## src/hw/ppe_pkg.sv

```systemverilog
// constants, state enum and shared decode for the parallel port engine
// assumes a single 100 MHz system clock and an 8-position host port window
package ppe_pkg;

    // ----------------------------------------------------------------
    // host port offsets
    // ----------------------------------------------------------------
    localparam logic [2:0] PPE_OFF_SPP_DATA = 3'h0;
    localparam logic [2:0] PPE_OFF_STATUS = 3'h1;
    localparam logic [2:0] PPE_OFF_CONTROL = 3'h2;
    localparam logic [2:0] PPE_OFF_LINK_ADDR = 3'h3;
    localparam logic [2:0] PPE_OFF_LINK_DATA0 = 3'h4;
    localparam logic [2:0] PPE_OFF_LINK_DATA1 = 3'h5;
    localparam logic [2:0] PPE_OFF_LINK_DATA2 = 3'h6;
    localparam logic [2:0] PPE_OFF_LINK_DATA3 = 3'h7;

    // ----------------------------------------------------------------
    // field positions and reset values
    // ----------------------------------------------------------------
    localparam int PPE_CTL_STROBE = 0;
    localparam int PPE_CTL_AUTOFD = 1;
    localparam int PPE_CTL_INIT = 2;
    localparam int PPE_CTL_SLCTIN = 3;
    localparam int PPE_CTL_IRQ_EN = 4;
    localparam int PPE_CTL_DIR = 5;
    localparam int PPE_CTL_W = 6;
    localparam int PPE_STS_TIMEOUT = 0;
    localparam int PPE_STS_ACK = 6;
    localparam int PPE_STS_BUSY = 7;
    localparam logic [5:0] PPE_CTL_RESET = 6'h00;
    localparam logic [7:0] PPE_BYTE_RESET = 8'h00;

    // ----------------------------------------------------------------
    // timing
    // ----------------------------------------------------------------
    localparam int PPE_CLK_HZ = 100_000_000;
    localparam int PPE_TIMEOUT_NS = 10_000;
    // reached-limit check (>=): round down to whole cycles
    localparam int PPE_TIMEOUT_CYC = (PPE_TIMEOUT_NS * (PPE_CLK_HZ / 1_000_000)) / 1000;
    localparam int PPE_TMO_W = 12;

    // ----------------------------------------------------------------
    // write queue shape
    // ----------------------------------------------------------------
    localparam int PPE_FIFO_W = 9;
    localparam int PPE_FIFO_D = 8;

    typedef enum logic [2:0] {
        ST_IDLE,
        ST_WAIT_LOW,
        ST_SETUP,
        ST_STROBE,
        ST_TERM,
        ST_HOSTEND
    } ppe_state_e;

    // offsets 3..7 run link cycles
    function automatic logic ppe_is_link_port(input logic [2:0] addr);
        ppe_is_link_port = (addr >= PPE_OFF_LINK_ADDR);
    endfunction : ppe_is_link_port

endpackage : ppe_pkg

```

## src/hw/ppe_fifo.sv

```systemverilog
// small write queue with a registered output stage
// assumes one clock; ce freezes all state
module ppe_fifo #(
    parameter int WIDTH = 9,
    parameter int DEPTH = 8
) (
    input wire logic clk,
    input wire logic sys_rst,
    input wire logic ce,
    input wire logic in_valid,
    output logic in_ready,
    input wire logic [WIDTH-1:0] in_data,
    output logic out_valid,
    input wire logic out_ready,
    output logic [WIDTH-1:0] out_data
);

    localparam int AW = $clog2(DEPTH);

    logic [WIDTH-1:0] mem_r [DEPTH];
    logic [AW-1:0] wr_ptr_r;
    logic [AW-1:0] rd_ptr_r;
    logic [AW:0] cnt_r;
    logic push;
    logic pop;

    // ----------------------------------------------------------------
    // handshakes
    // ----------------------------------------------------------------
    // pop moves the oldest stored word into the output register
    assign in_ready = (cnt_r != (AW+1)'(DEPTH));
    assign push = in_valid & in_ready;
    assign pop = (cnt_r != '0) & (~out_valid | out_ready);

    // storage array, no reset needed on data
    always_ff @(posedge clk) begin
        if (ce && push) begin
            mem_r[wr_ptr_r] <= in_data;
        end
    end

    // pointers and fill count
    always_ff @(posedge clk or posedge sys_rst) begin
        if (sys_rst) begin
            wr_ptr_r <= '0;
            rd_ptr_r <= '0;
            cnt_r <= '0;
        end else if (ce) begin
            if (push) begin
                wr_ptr_r <= (wr_ptr_r == AW'(DEPTH - 1)) ? '0 : wr_ptr_r + 1'b1;
            end
            if (pop) begin
                rd_ptr_r <= (rd_ptr_r == AW'(DEPTH - 1)) ? '0 : rd_ptr_r + 1'b1;
            end
            cnt_r <= cnt_r + (AW+1)'(push) - (AW+1)'(pop);
        end
    end

    // output register; read data always comes from a flop
    always_ff @(posedge clk or posedge sys_rst) begin
        if (sys_rst) begin
            out_valid <= 1'b0;
            out_data <= '0;
        end else if (ce) begin
            if (pop) begin
                out_valid <= 1'b1;
                out_data <= mem_r[rd_ptr_r];
            end else if (out_ready) begin
                out_valid <= 1'b0;
            end
        end
    end

endmodule : ppe_fifo

```

## src/hw/ppe_engine.sv

```systemverilog
// enhanced parallel port engine: host port registers and interlocked link cycles
// assumes host strobes, address and cable inputs are synchronous to clk
//
// What this block does
// - ack rising edge raises irq when enabled
// - direction bit only counts in extended mode
// - control bits 6 and 7 read zero
// - offset 3 write runs address write cycle
// - offset 3 read captures lines at strobe end
// - offset 4 runs data cycles, enhanced mode only
// - offsets 5-7 behave as data port 0
// - idle lines follow control port and direction
// - newer variant aborts after 10us without wait
// - older variant aborts after 10us host strobe
// - control strobe bit forces write during cycle
// - write with direction set becomes silent read
// - newer variant holds ready low until done
// - newer write: wait low, drive, then strobe
// - wait high ends strobe; change after wait low
// - newer read: release lines, strobe, capture on wait
// - older variant stretches host while wait low
// - older strobe follows host strobe, latch at end
// - timeout flag clears by writing one
// - direction output high only for input or reads
module ppe_engine (
    input wire logic clk,
    input wire logic sys_rst,
    input wire logic ce,
    input wire logic epp_mode_en,
    input wire logic epp_v19_sel,
    input wire logic extended_mode_cfg_bit,
    input wire logic [2:0] host_addr,
    input wire logic [7:0] system_data_bus_in,
    output logic [7:0] system_data_bus_out,
    output logic system_data_bus_oe,
    input wire logic host_rd_n,
    input wire logic host_wr_n,
    output logic iochrdy_out,
    output logic iochrdy_oe,
    input wire logic [7:0] parallel_data_lines_in,
    output logic [7:0] parallel_data_lines_out,
    output logic parallel_data_lines_oe,
    input wire logic wait_n_in,
    input wire logic ack_n_in,
    output logic write_strobe_n_out,
    output logic data_strobe_n_out,
    output logic init_n_out,
    output logic addr_strobe_n_out,
    output logic direction_indicator_out,
    output logic irq_out
);
    import ppe_pkg::*;

    // ----------------------------------------------------------------
    // declarations
    // ----------------------------------------------------------------
    logic rd_n_d_r, wr_n_d_r, ack_d_r;
    logic [7:0] host_byte_r;
    logic [PPE_CTL_W-1:0] ctrl_r;
    logic [7:0] spp_data_r, link_addr_r, link_data_r, rd_capture_r;
    logic timeout_r, wr_pend_r, rd_pend_r;
    logic [PPE_FIFO_W-1:0] wr_pend_word_r;
    ppe_state_e state_r, state_nxt;
    logic v19_r, cyc_req_write_r, cyc_addr_r;
    logic [7:0] cyc_byte_r;
    logic [PPE_TMO_W-1:0] tmo_cnt_r;
    logic rd_lead, wr_lead, wr_trail, host_strobe_low, link_ok, pcd_eff, bus_write, rd_take;
    logic tmo_hit, tmo_armed, start_cyc, start_write, abort, term_19, end_17;
    logic fifo_in_ready, fifo_out_valid, fifo_out_ready;
    logic [PPE_FIFO_W-1:0] fifo_out_data;

    // ----------------------------------------------------------------
    // host strobe edges and decode
    // ----------------------------------------------------------------
    assign rd_lead = rd_n_d_r & ~host_rd_n;
    assign wr_lead = wr_n_d_r & ~host_wr_n;
    assign wr_trail = ~wr_n_d_r & host_wr_n;
    assign host_strobe_low = ~host_rd_n | ~host_wr_n;
    // link ports answer only in enhanced mode
    assign link_ok = epp_mode_en & ppe_is_link_port(host_addr);
    // direction bit is ignored in printer mode
    assign pcd_eff = ctrl_r[PPE_CTL_DIR] & ~extended_mode_cfg_bit;
    // strobe bit wins; a write with direction set degrades to a read
    assign bus_write = ctrl_r[PPE_CTL_STROBE] | (cyc_req_write_r & ~pcd_eff);
    // read sample edge; the host bus takes the same byte so ready never leads the data
    assign rd_take = ~bus_write & (term_19 | (~v19_r & (state_r == ST_STROBE) & wait_n_in));

    // previous strobe levels and host byte sampled while iow is low
    always_ff @(posedge clk or posedge sys_rst) begin
        if (sys_rst) begin
            rd_n_d_r <= 1'b1;
            wr_n_d_r <= 1'b1;
            ack_d_r <= 1'b1;
            host_byte_r <= PPE_BYTE_RESET;
        end else if (ce) begin
            rd_n_d_r <= host_rd_n;
            wr_n_d_r <= host_wr_n;
            ack_d_r <= ack_n_in;
            if (!host_wr_n) begin
                host_byte_r <= system_data_bus_in;
            end
        end
    end

    // ----------------------------------------------------------------
    // control, data and status registers
    // ----------------------------------------------------------------
    // plain registers latch on the trailing edge of iow
    always_ff @(posedge clk or posedge sys_rst) begin
        if (sys_rst) begin
            ctrl_r <= PPE_CTL_RESET;
            spp_data_r <= PPE_BYTE_RESET;
        end else if (ce && wr_trail) begin
            if (host_addr == PPE_OFF_CONTROL) begin
                ctrl_r <= host_byte_r[PPE_CTL_W-1:0];
            end
            if (host_addr == PPE_OFF_SPP_DATA) begin
                spp_data_r <= host_byte_r;
            end
        end
    end

    // timeout flag: abort sets, writing one clears, set wins
    always_ff @(posedge clk or posedge sys_rst) begin
        if (sys_rst) begin
            timeout_r <= 1'b0;
        end else if (ce) begin
            if (abort) begin
                timeout_r <= 1'b1;
            end else if (wr_trail && host_addr == PPE_OFF_STATUS && host_byte_r[PPE_STS_TIMEOUT]) begin
                timeout_r <= 1'b0;
            end
        end
    end

    // ----------------------------------------------------------------
    // write queue feeding the link engine
    // ----------------------------------------------------------------
    // a full queue keeps the request pending; only the newer variant also holds iochrdy low
    always_ff @(posedge clk or posedge sys_rst) begin
        if (sys_rst) begin
            wr_pend_r <= 1'b0;
            wr_pend_word_r <= '0;
        end else if (ce) begin
            if (wr_lead && link_ok) begin
                wr_pend_r <= 1'b1;
                wr_pend_word_r <= {host_addr == PPE_OFF_LINK_ADDR, system_data_bus_in};
            end else if (fifo_in_ready) begin
                wr_pend_r <= 1'b0;
            end
        end
    end

    ppe_fifo #(
        .WIDTH(PPE_FIFO_W),
        .DEPTH(PPE_FIFO_D)
    ) u_wr_queue (
        .clk(clk),
        .sys_rst(sys_rst),
        .ce(ce),
        .in_valid(wr_pend_r),
        .in_ready(fifo_in_ready),
        .in_data(wr_pend_word_r),
        .out_valid(fifo_out_valid),
        .out_ready(fifo_out_ready),
        .out_data(fifo_out_data)
    );

    // read request waits for the engine to go idle
    always_ff @(posedge clk or posedge sys_rst) begin
        if (sys_rst) begin
            rd_pend_r <= 1'b0;
        end else if (ce) begin
            if (rd_lead && link_ok) begin
                rd_pend_r <= 1'b1;
            end else if (start_cyc && !start_write) begin
                rd_pend_r <= 1'b0;
            end
        end
    end

    // ----------------------------------------------------------------
    // link cycle sequencer
    // ----------------------------------------------------------------
    assign start_write = fifo_out_valid;
    assign start_cyc = (state_r == ST_IDLE) & (fifo_out_valid | rd_pend_r);
    assign fifo_out_ready = (state_r == ST_IDLE);
    assign tmo_hit = (tmo_cnt_r >= PPE_TMO_W'(PPE_TIMEOUT_CYC));
    // newer variant times until wait rises, older until host strobe ends
    assign tmo_armed = v19_r ? (state_r == ST_WAIT_LOW || state_r == ST_SETUP || state_r == ST_STROBE)
                             : (state_r == ST_STROBE);
    assign abort = tmo_armed & tmo_hit;
    assign term_19 = v19_r & (state_r == ST_STROBE) & wait_n_in & ~tmo_hit;
    assign end_17 = ~v19_r & (state_r == ST_STROBE) & ~host_strobe_low & ~tmo_hit;

    // next state
    always_comb begin
        state_nxt = state_r;
        case (state_r)
            ST_IDLE: begin
                if (start_cyc) begin
                    state_nxt = epp_v19_sel ? ST_WAIT_LOW : ST_SETUP;
                end
            end
            ST_WAIT_LOW: begin
                if (abort) begin
                    state_nxt = ST_HOSTEND;
                end else if (!wait_n_in) begin
                    state_nxt = ST_SETUP;
                end
            end
            ST_SETUP: begin
                state_nxt = abort ? ST_HOSTEND : ST_STROBE;
            end
            ST_STROBE: begin
                if (abort) begin
                    state_nxt = ST_HOSTEND;
                end else if (term_19) begin
                    state_nxt = ST_TERM;
                end else if (end_17) begin
                    state_nxt = ST_IDLE;
                end
            end
            ST_TERM: begin
                if (!wait_n_in) begin
                    state_nxt = ST_HOSTEND;
                end
            end
            ST_HOSTEND: begin
                if (!host_strobe_low) begin
                    state_nxt = ST_IDLE;
                end
            end
            default: begin
                state_nxt = ST_IDLE;
            end
        endcase
    end

    // state and cycle context, latched at cycle start
    always_ff @(posedge clk or posedge sys_rst) begin
        if (sys_rst) begin
            state_r <= ST_IDLE;
            v19_r <= 1'b0;
            cyc_req_write_r <= 1'b0;
            cyc_addr_r <= 1'b0;
            cyc_byte_r <= PPE_BYTE_RESET;
        end else if (ce) begin
            state_r <= state_nxt;
            if (start_cyc) begin
                v19_r <= epp_v19_sel;
                cyc_req_write_r <= start_write;
                cyc_addr_r <= start_write ? fifo_out_data[8] : (host_addr == PPE_OFF_LINK_ADDR);
                cyc_byte_r <= fifo_out_data[7:0];
            end
        end
    end

    // watchdog counter restarts with every cycle
    always_ff @(posedge clk or posedge sys_rst) begin
        if (sys_rst) begin
            tmo_cnt_r <= '0;
        end else if (ce) begin
            if (start_cyc) begin
                tmo_cnt_r <= '0;
            end else if (tmo_armed && !tmo_hit) begin
                tmo_cnt_r <= tmo_cnt_r + 1'b1;
            end
        end
    end

    // link registers latch at termination; read data held for the host
    always_ff @(posedge clk or posedge sys_rst) begin
        if (sys_rst) begin
            link_addr_r <= PPE_BYTE_RESET;
            link_data_r <= PPE_BYTE_RESET;
            rd_capture_r <= PPE_BYTE_RESET;
        end else if (ce) begin
            if ((term_19 || end_17) && bus_write) begin
                if (cyc_addr_r) begin
                    link_addr_r <= host_byte_r;
                end else begin
                    link_data_r <= host_byte_r;
                end
            end
            if (rd_take) begin
                rd_capture_r <= parallel_data_lines_in;
            end
        end
    end

    // ----------------------------------------------------------------
    // registered outputs
    // ----------------------------------------------------------------
    // cable side: idle lines follow the control port, cycles take over
    always_ff @(posedge clk or posedge sys_rst) begin
        if (sys_rst) begin
            write_strobe_n_out <= 1'b1;
            data_strobe_n_out <= 1'b1;
            addr_strobe_n_out <= 1'b1;
            init_n_out <= 1'b0;
            parallel_data_lines_out <= PPE_BYTE_RESET;
            parallel_data_lines_oe <= 1'b1;
            direction_indicator_out <= 1'b0;
        end else if (ce) begin
            init_n_out <= ctrl_r[PPE_CTL_INIT];
            if (state_nxt == ST_SETUP || state_nxt == ST_STROBE || state_nxt == ST_TERM) begin
                write_strobe_n_out <= ~bus_write;
                parallel_data_lines_oe <= bus_write;
                direction_indicator_out <= ~bus_write;
                // lines hold the cycle byte until the latched copy is valid
                parallel_data_lines_out <= (state_r == ST_TERM) ? (cyc_addr_r ? link_addr_r : link_data_r)
                                                                : cyc_byte_r;
                data_strobe_n_out <= ~(state_nxt == ST_STROBE && !cyc_addr_r);
                addr_strobe_n_out <= ~(state_nxt == ST_STROBE && cyc_addr_r);
            end else begin
                write_strobe_n_out <= ~ctrl_r[PPE_CTL_STROBE];
                data_strobe_n_out <= ~ctrl_r[PPE_CTL_AUTOFD];
                addr_strobe_n_out <= ~ctrl_r[PPE_CTL_SLCTIN];
                parallel_data_lines_out <= spp_data_r;
                parallel_data_lines_oe <= ~pcd_eff;
                direction_indicator_out <= pcd_eff;
            end
        end
    end

    // host side: ready stretch, read data and interrupt
    always_ff @(posedge clk or posedge sys_rst) begin
        if (sys_rst) begin
            iochrdy_out <= 1'b0;
            iochrdy_oe <= 1'b0;
            system_data_bus_out <= PPE_BYTE_RESET;
            system_data_bus_oe <= 1'b0;
            irq_out <= 1'b0;
        end else if (ce) begin
            iochrdy_out <= 1'b0;
            if (epp_v19_sel) begin
                // held from request until the handshake lets the host finish
                iochrdy_oe <= wr_pend_r | rd_pend_r | start_cyc | (state_nxt == ST_WAIT_LOW)
                              | (state_nxt == ST_SETUP) | (state_nxt == ST_STROBE)
                              | ((state_r == ST_IDLE) & link_ok & ~wr_n_d_r);
            end else begin
                iochrdy_oe <= (state_nxt == ST_STROBE) & ~wait_n_in;
            end
            system_data_bus_oe <= ~host_rd_n & (link_ok | ~ppe_is_link_port(host_addr));
            case (host_addr)
                PPE_OFF_SPP_DATA: system_data_bus_out <= parallel_data_lines_in;
                PPE_OFF_STATUS: system_data_bus_out <= {~wait_n_in, ack_n_in, 5'b0_0000, timeout_r};
                PPE_OFF_CONTROL: system_data_bus_out <= {2'b00, ctrl_r};
                default: system_data_bus_out <= rd_take ? parallel_data_lines_in : rd_capture_r;
            endcase
            irq_out <= ctrl_r[PPE_CTL_IRQ_EN] & ~ack_d_r & ack_n_in;
        end
    end

endmodule : ppe_engine

```

## config.mk

```make
export PLATFORM = sky130hd
export DESIGN_NAME = ppe_engine
export DESIGN_NICKNAME = d
export VERILOG_FILES = /design/src/hw/ppe_pkg.sv /design/src/hw/ppe_fifo.sv /design/src/hw/ppe_engine.sv
export SDC_FILE = /design/constraint.sdc
export NUM_CORES = 1
export LEC_CHECK = 0
export CORE_MARGIN = 3
export CORE_UTILIZATION = 50
export CTS_CLUSTER_DIAMETER = 80
export DETAILED_ROUTE_END_ITERATION = 16
export DONT_BUFFER_PORTS = 1
export GPL_TIMING_DRIVEN = 0
export HOLD_SLACK_MARGIN = 0.15
export PLACE_DENSITY_LB_ADDON = 0.08
export SLEW_MARGIN = 20
export SYNTH_ARGS = -nofsm -noshare
export SYNTH_HDL_FRONTEND = slang
export SYNTH_SLANG_ARGS = --single-unit
```

## constraint.sdc

```tcl
create_clock -name clk -period 3.9 [get_ports clk]
set_input_delay 0.39 -clock clk [delete_from_list [all_inputs] [get_ports clk]]
set_output_delay 0.39 -clock clk [all_outputs]
set_load 0.005 [all_outputs]
```

==> metrics <==
Skew-Pair Late Insertion Delay=~0.52 ns; remaining antenna violation count=0; Starting Density=51.8%; grt ovf=0; Post-synth EDFFs=72; Crit path buffers/inverters=3; Max Freq=approximately 350 MHz; CTS tree=yes; hold path endpoint=timeout_r; Critical R2R Capture=u_wr_queue.mem_r[4][7]; vias in the first global route=6313; P_leak=0.00430 uW; chip height=about 140 um; Clock Sinks=204; Syn-to-layout area delta=15.8%; Synth area leader=dfrtp_1; CP Class=in -> reg; setup violators final=0; Worst Reg-to-Reg Cells=7; Worst setup SP type=input pin; Clock Tree Buf Depth=3; cells after synthesis=721; Max rail drop VDD=~0.46 mV; most common cell after layout, fill and taps aside=dfrtp_1; maximum fanout along the worst path=10; worst slew pin tran=between 1 and 1.5 ns; Synth Warn #=0; Starting DRT DRC Count=494; io pins=55; routed length per placed instance=20.9 um; Critical Path Max Stage Delay=0.83 ns; Clock Tree Root=clkbuf_16; Hold Path Cell Cnt=3; status=completed; Worst Hold Class=in -> reg; H-tree levels=1; row cnt=48; largest net degree at the start of global routing=37; RSZ-0062 raised after global routing=false; share of layout cells above drive strength 1=between 20 and 25%; global placement routability congestion=0.838; post-DR vias/cell=5.92; Avg Inst Size Synth=12.7 sq um; register area share after synthesis=60.0%; Top delay family on crit path=buffers and inverters; hold_sp=host_addr[1]; Final min period=2.83 ns; most frequent cells in the layout=125 x dfrtp_1, 78 x nand2_1, 72 x edfxtp_1; Distinct cells, synth=65; critical-path cell list=clkbuf_1, buf_1, clkbuf_1, nand3_1, nor2_1; DP Wirelength=15100 um; die area=19900 sq um; postcts setup bufs=0; reg2reg start=u_wr_queue.cnt_r[2]; CTS Buf Count=23; Total GRT Usage=22.0%; IO buf count=0; Worst path most repeated cell=clkbuf_1; ranking of synthesized cells by area=dfrtp_1 34%, edfxtp_1 24%, mux2_2 8.4%, mux4_2 4.4%, nand2_1 3.2%; TNS Setup=0 ns; diode count=0; crit path DAT=between 2 and 3 ns; first-pass GRT wire length=34400 um; top cell type's share of synthesized area=34.3%; nets@finish=821; core region area=17600 sq um; maxcap violations=0; placed cell area=9520 sq um; Finished Layout Cells=just over 1000; mapped cell area=between 9000 and 10000 sq um; Pre-antenna DRT Iters=5; synthesized net count=~760; Most used DFF post-synth=dfrtp_1; power density over the cells=slightly below 700 nW/um^2; Tcrit/Tclk final=72.5%; CP endpoint kind=flip-flop; FF-to-FF setup slack=1.36 ns; Final Hold Fails=0; Die X-Extent=141 um; antenna violations before repair=0; Req. time, crit path=4.03 ns; DRT Wirelength=21400 um; Clock Skew=0.0100 ns; placed cells=952; fin area=10600 sq um; DRC viols=0; Slew HR=32.6%; Post-synth ARST share=64.7%; clock-pin slew on the worst setup and hold paths=approximately 0.060 ns; detailed-route via count=6044; FF+latch count, synth=204; Slew Limit Fails=0; slowest CP cell=nor2_1
==> synth_stat cells (4+ instances only) <==
master	n
buf_1	4
mux4_2	18
buf_2	6
dfrtp_1	125
or3_1	5
a21o_1	4
o221ai_1	9
nand2b_1	14
xnor2_1	5
nand3_1	11
nand2_1	78
a2bb2oi_1	8
mux2i_1	18
dfstp_2	7
nor3_1	17
o21ai_0	40
nor2b_1	6
o211ai_1	10
a21oi_1	26
clkbuf_1	25
ha_1	12
nor2_1	41
inv_1	28
a31oi_1	9
edfxtp_1	72
mux2_2	68
==> cell type report <==
cell class,instances,area (sq um)
plain buffers,38,169
multi-input cells,451,3380
well taps,225,282
inverters,28,109
flip-flops and latches,204,5470
clock buffers,32,703
clock inverters,10,66.3
repair buffers,33,373
fillers,1391,7040
==> worst max path at each step <==
| stage | start | end | slack [ns] | depth (start not counted) |
|---|---|---|---|---|
| global route | ce | u_wr_queue.mem_r[5][8] | 0.81 | 5 |
| floorplan | ce | u_wr_queue.mem_r[1][0] | 1.41 | 5 |
| CTS | ce | u_wr_queue.mem_r[5][8] | 0.99 | 5 |
| global placement | ce | u_wr_queue.mem_r[1][4] | 0.12 | 5 |
| detailed placement | ce | u_wr_queue.mem_r[5][2] | 0.43 | 5 |
| finish | ce | u_wr_queue.mem_r[7][8] | 1.07 | 5 |
==> what timing repair did <==
action	4_1_cts	5_1_grt
endpoints found under the hold margin	113	0
resized for setup	0	0
hold buffers	27	0
endpoints found under the setup margin	0	0
==> power by group <==
| part | leakage, uW | switching (uW) | total (uW) | internal [uW] |
|---|---|---|---|---|
| registers | 0.00230 | 420 | 3190 | 2770 |
| clock network | 0.000386 | 868 | 2140 | 1270 |
| logic | 0.00161 | 1020 | 1930 | 913 |
==> layer usage <==
metal	share of wire, %	track usage (%)	vias up
li1	-	-	2760
met1	45	31.5	3060
met2	47	35.3	182
met3	4.9	3.46	42
met4	2.6	6.12	0
met5	0	0	-
==> state kept, by name (all words and copies together) (netlist names), 9 cells and up <==
signal,cells
u_wr_queue.out_data,9
u_wr_queue.mem_r,72
wr_pend_word_r,9
tmo_cnt_r,12
==> cells by family (layout without fill, tap and decap cells) <==
logic type               count (synthesis)  count (layout)  synth area share [%]
AND/OR/NAND/NOR                        191             191                  9.72
adder cells (fa/ha/maj)                 13              13                  1.87
multiplexers                           104             104                  14.8
flip-flops                             204             204                  60.0
XOR/XNOR                                 6               6                 0.576
buffers and inverters                   66             141                  3.00
AO/OA/AOI/OAI                          136             136                  9.97
other                                    1               1                0.0411
==> stage by stage <==
step | total power, uW | hold WS, ns | utilization, % | setup WS, ns
4_1_cts | 7310 | 0.155 | 60.0 | 0.992
3_5_place_dp | 5130 | 0.308 | 54.1 | 0.435
3_3_place_gp | 5030 | 0.472 | 53.5 | 0.118
5_1_grt | 7670 | 0.175 | 60.0 | 0.814
2_1_floorplan | 4560 | 0.439 | - | 1.41
6_report | 7260 | 0.175 | 60.0 | 1.07
==> worst min-delay path: stages <==
cell and delay, ns:
nor2b_1 0.06, nand3_1 0.09, a22o_1 0.12
Note: power is estimated with default switching activity, not from simulation.
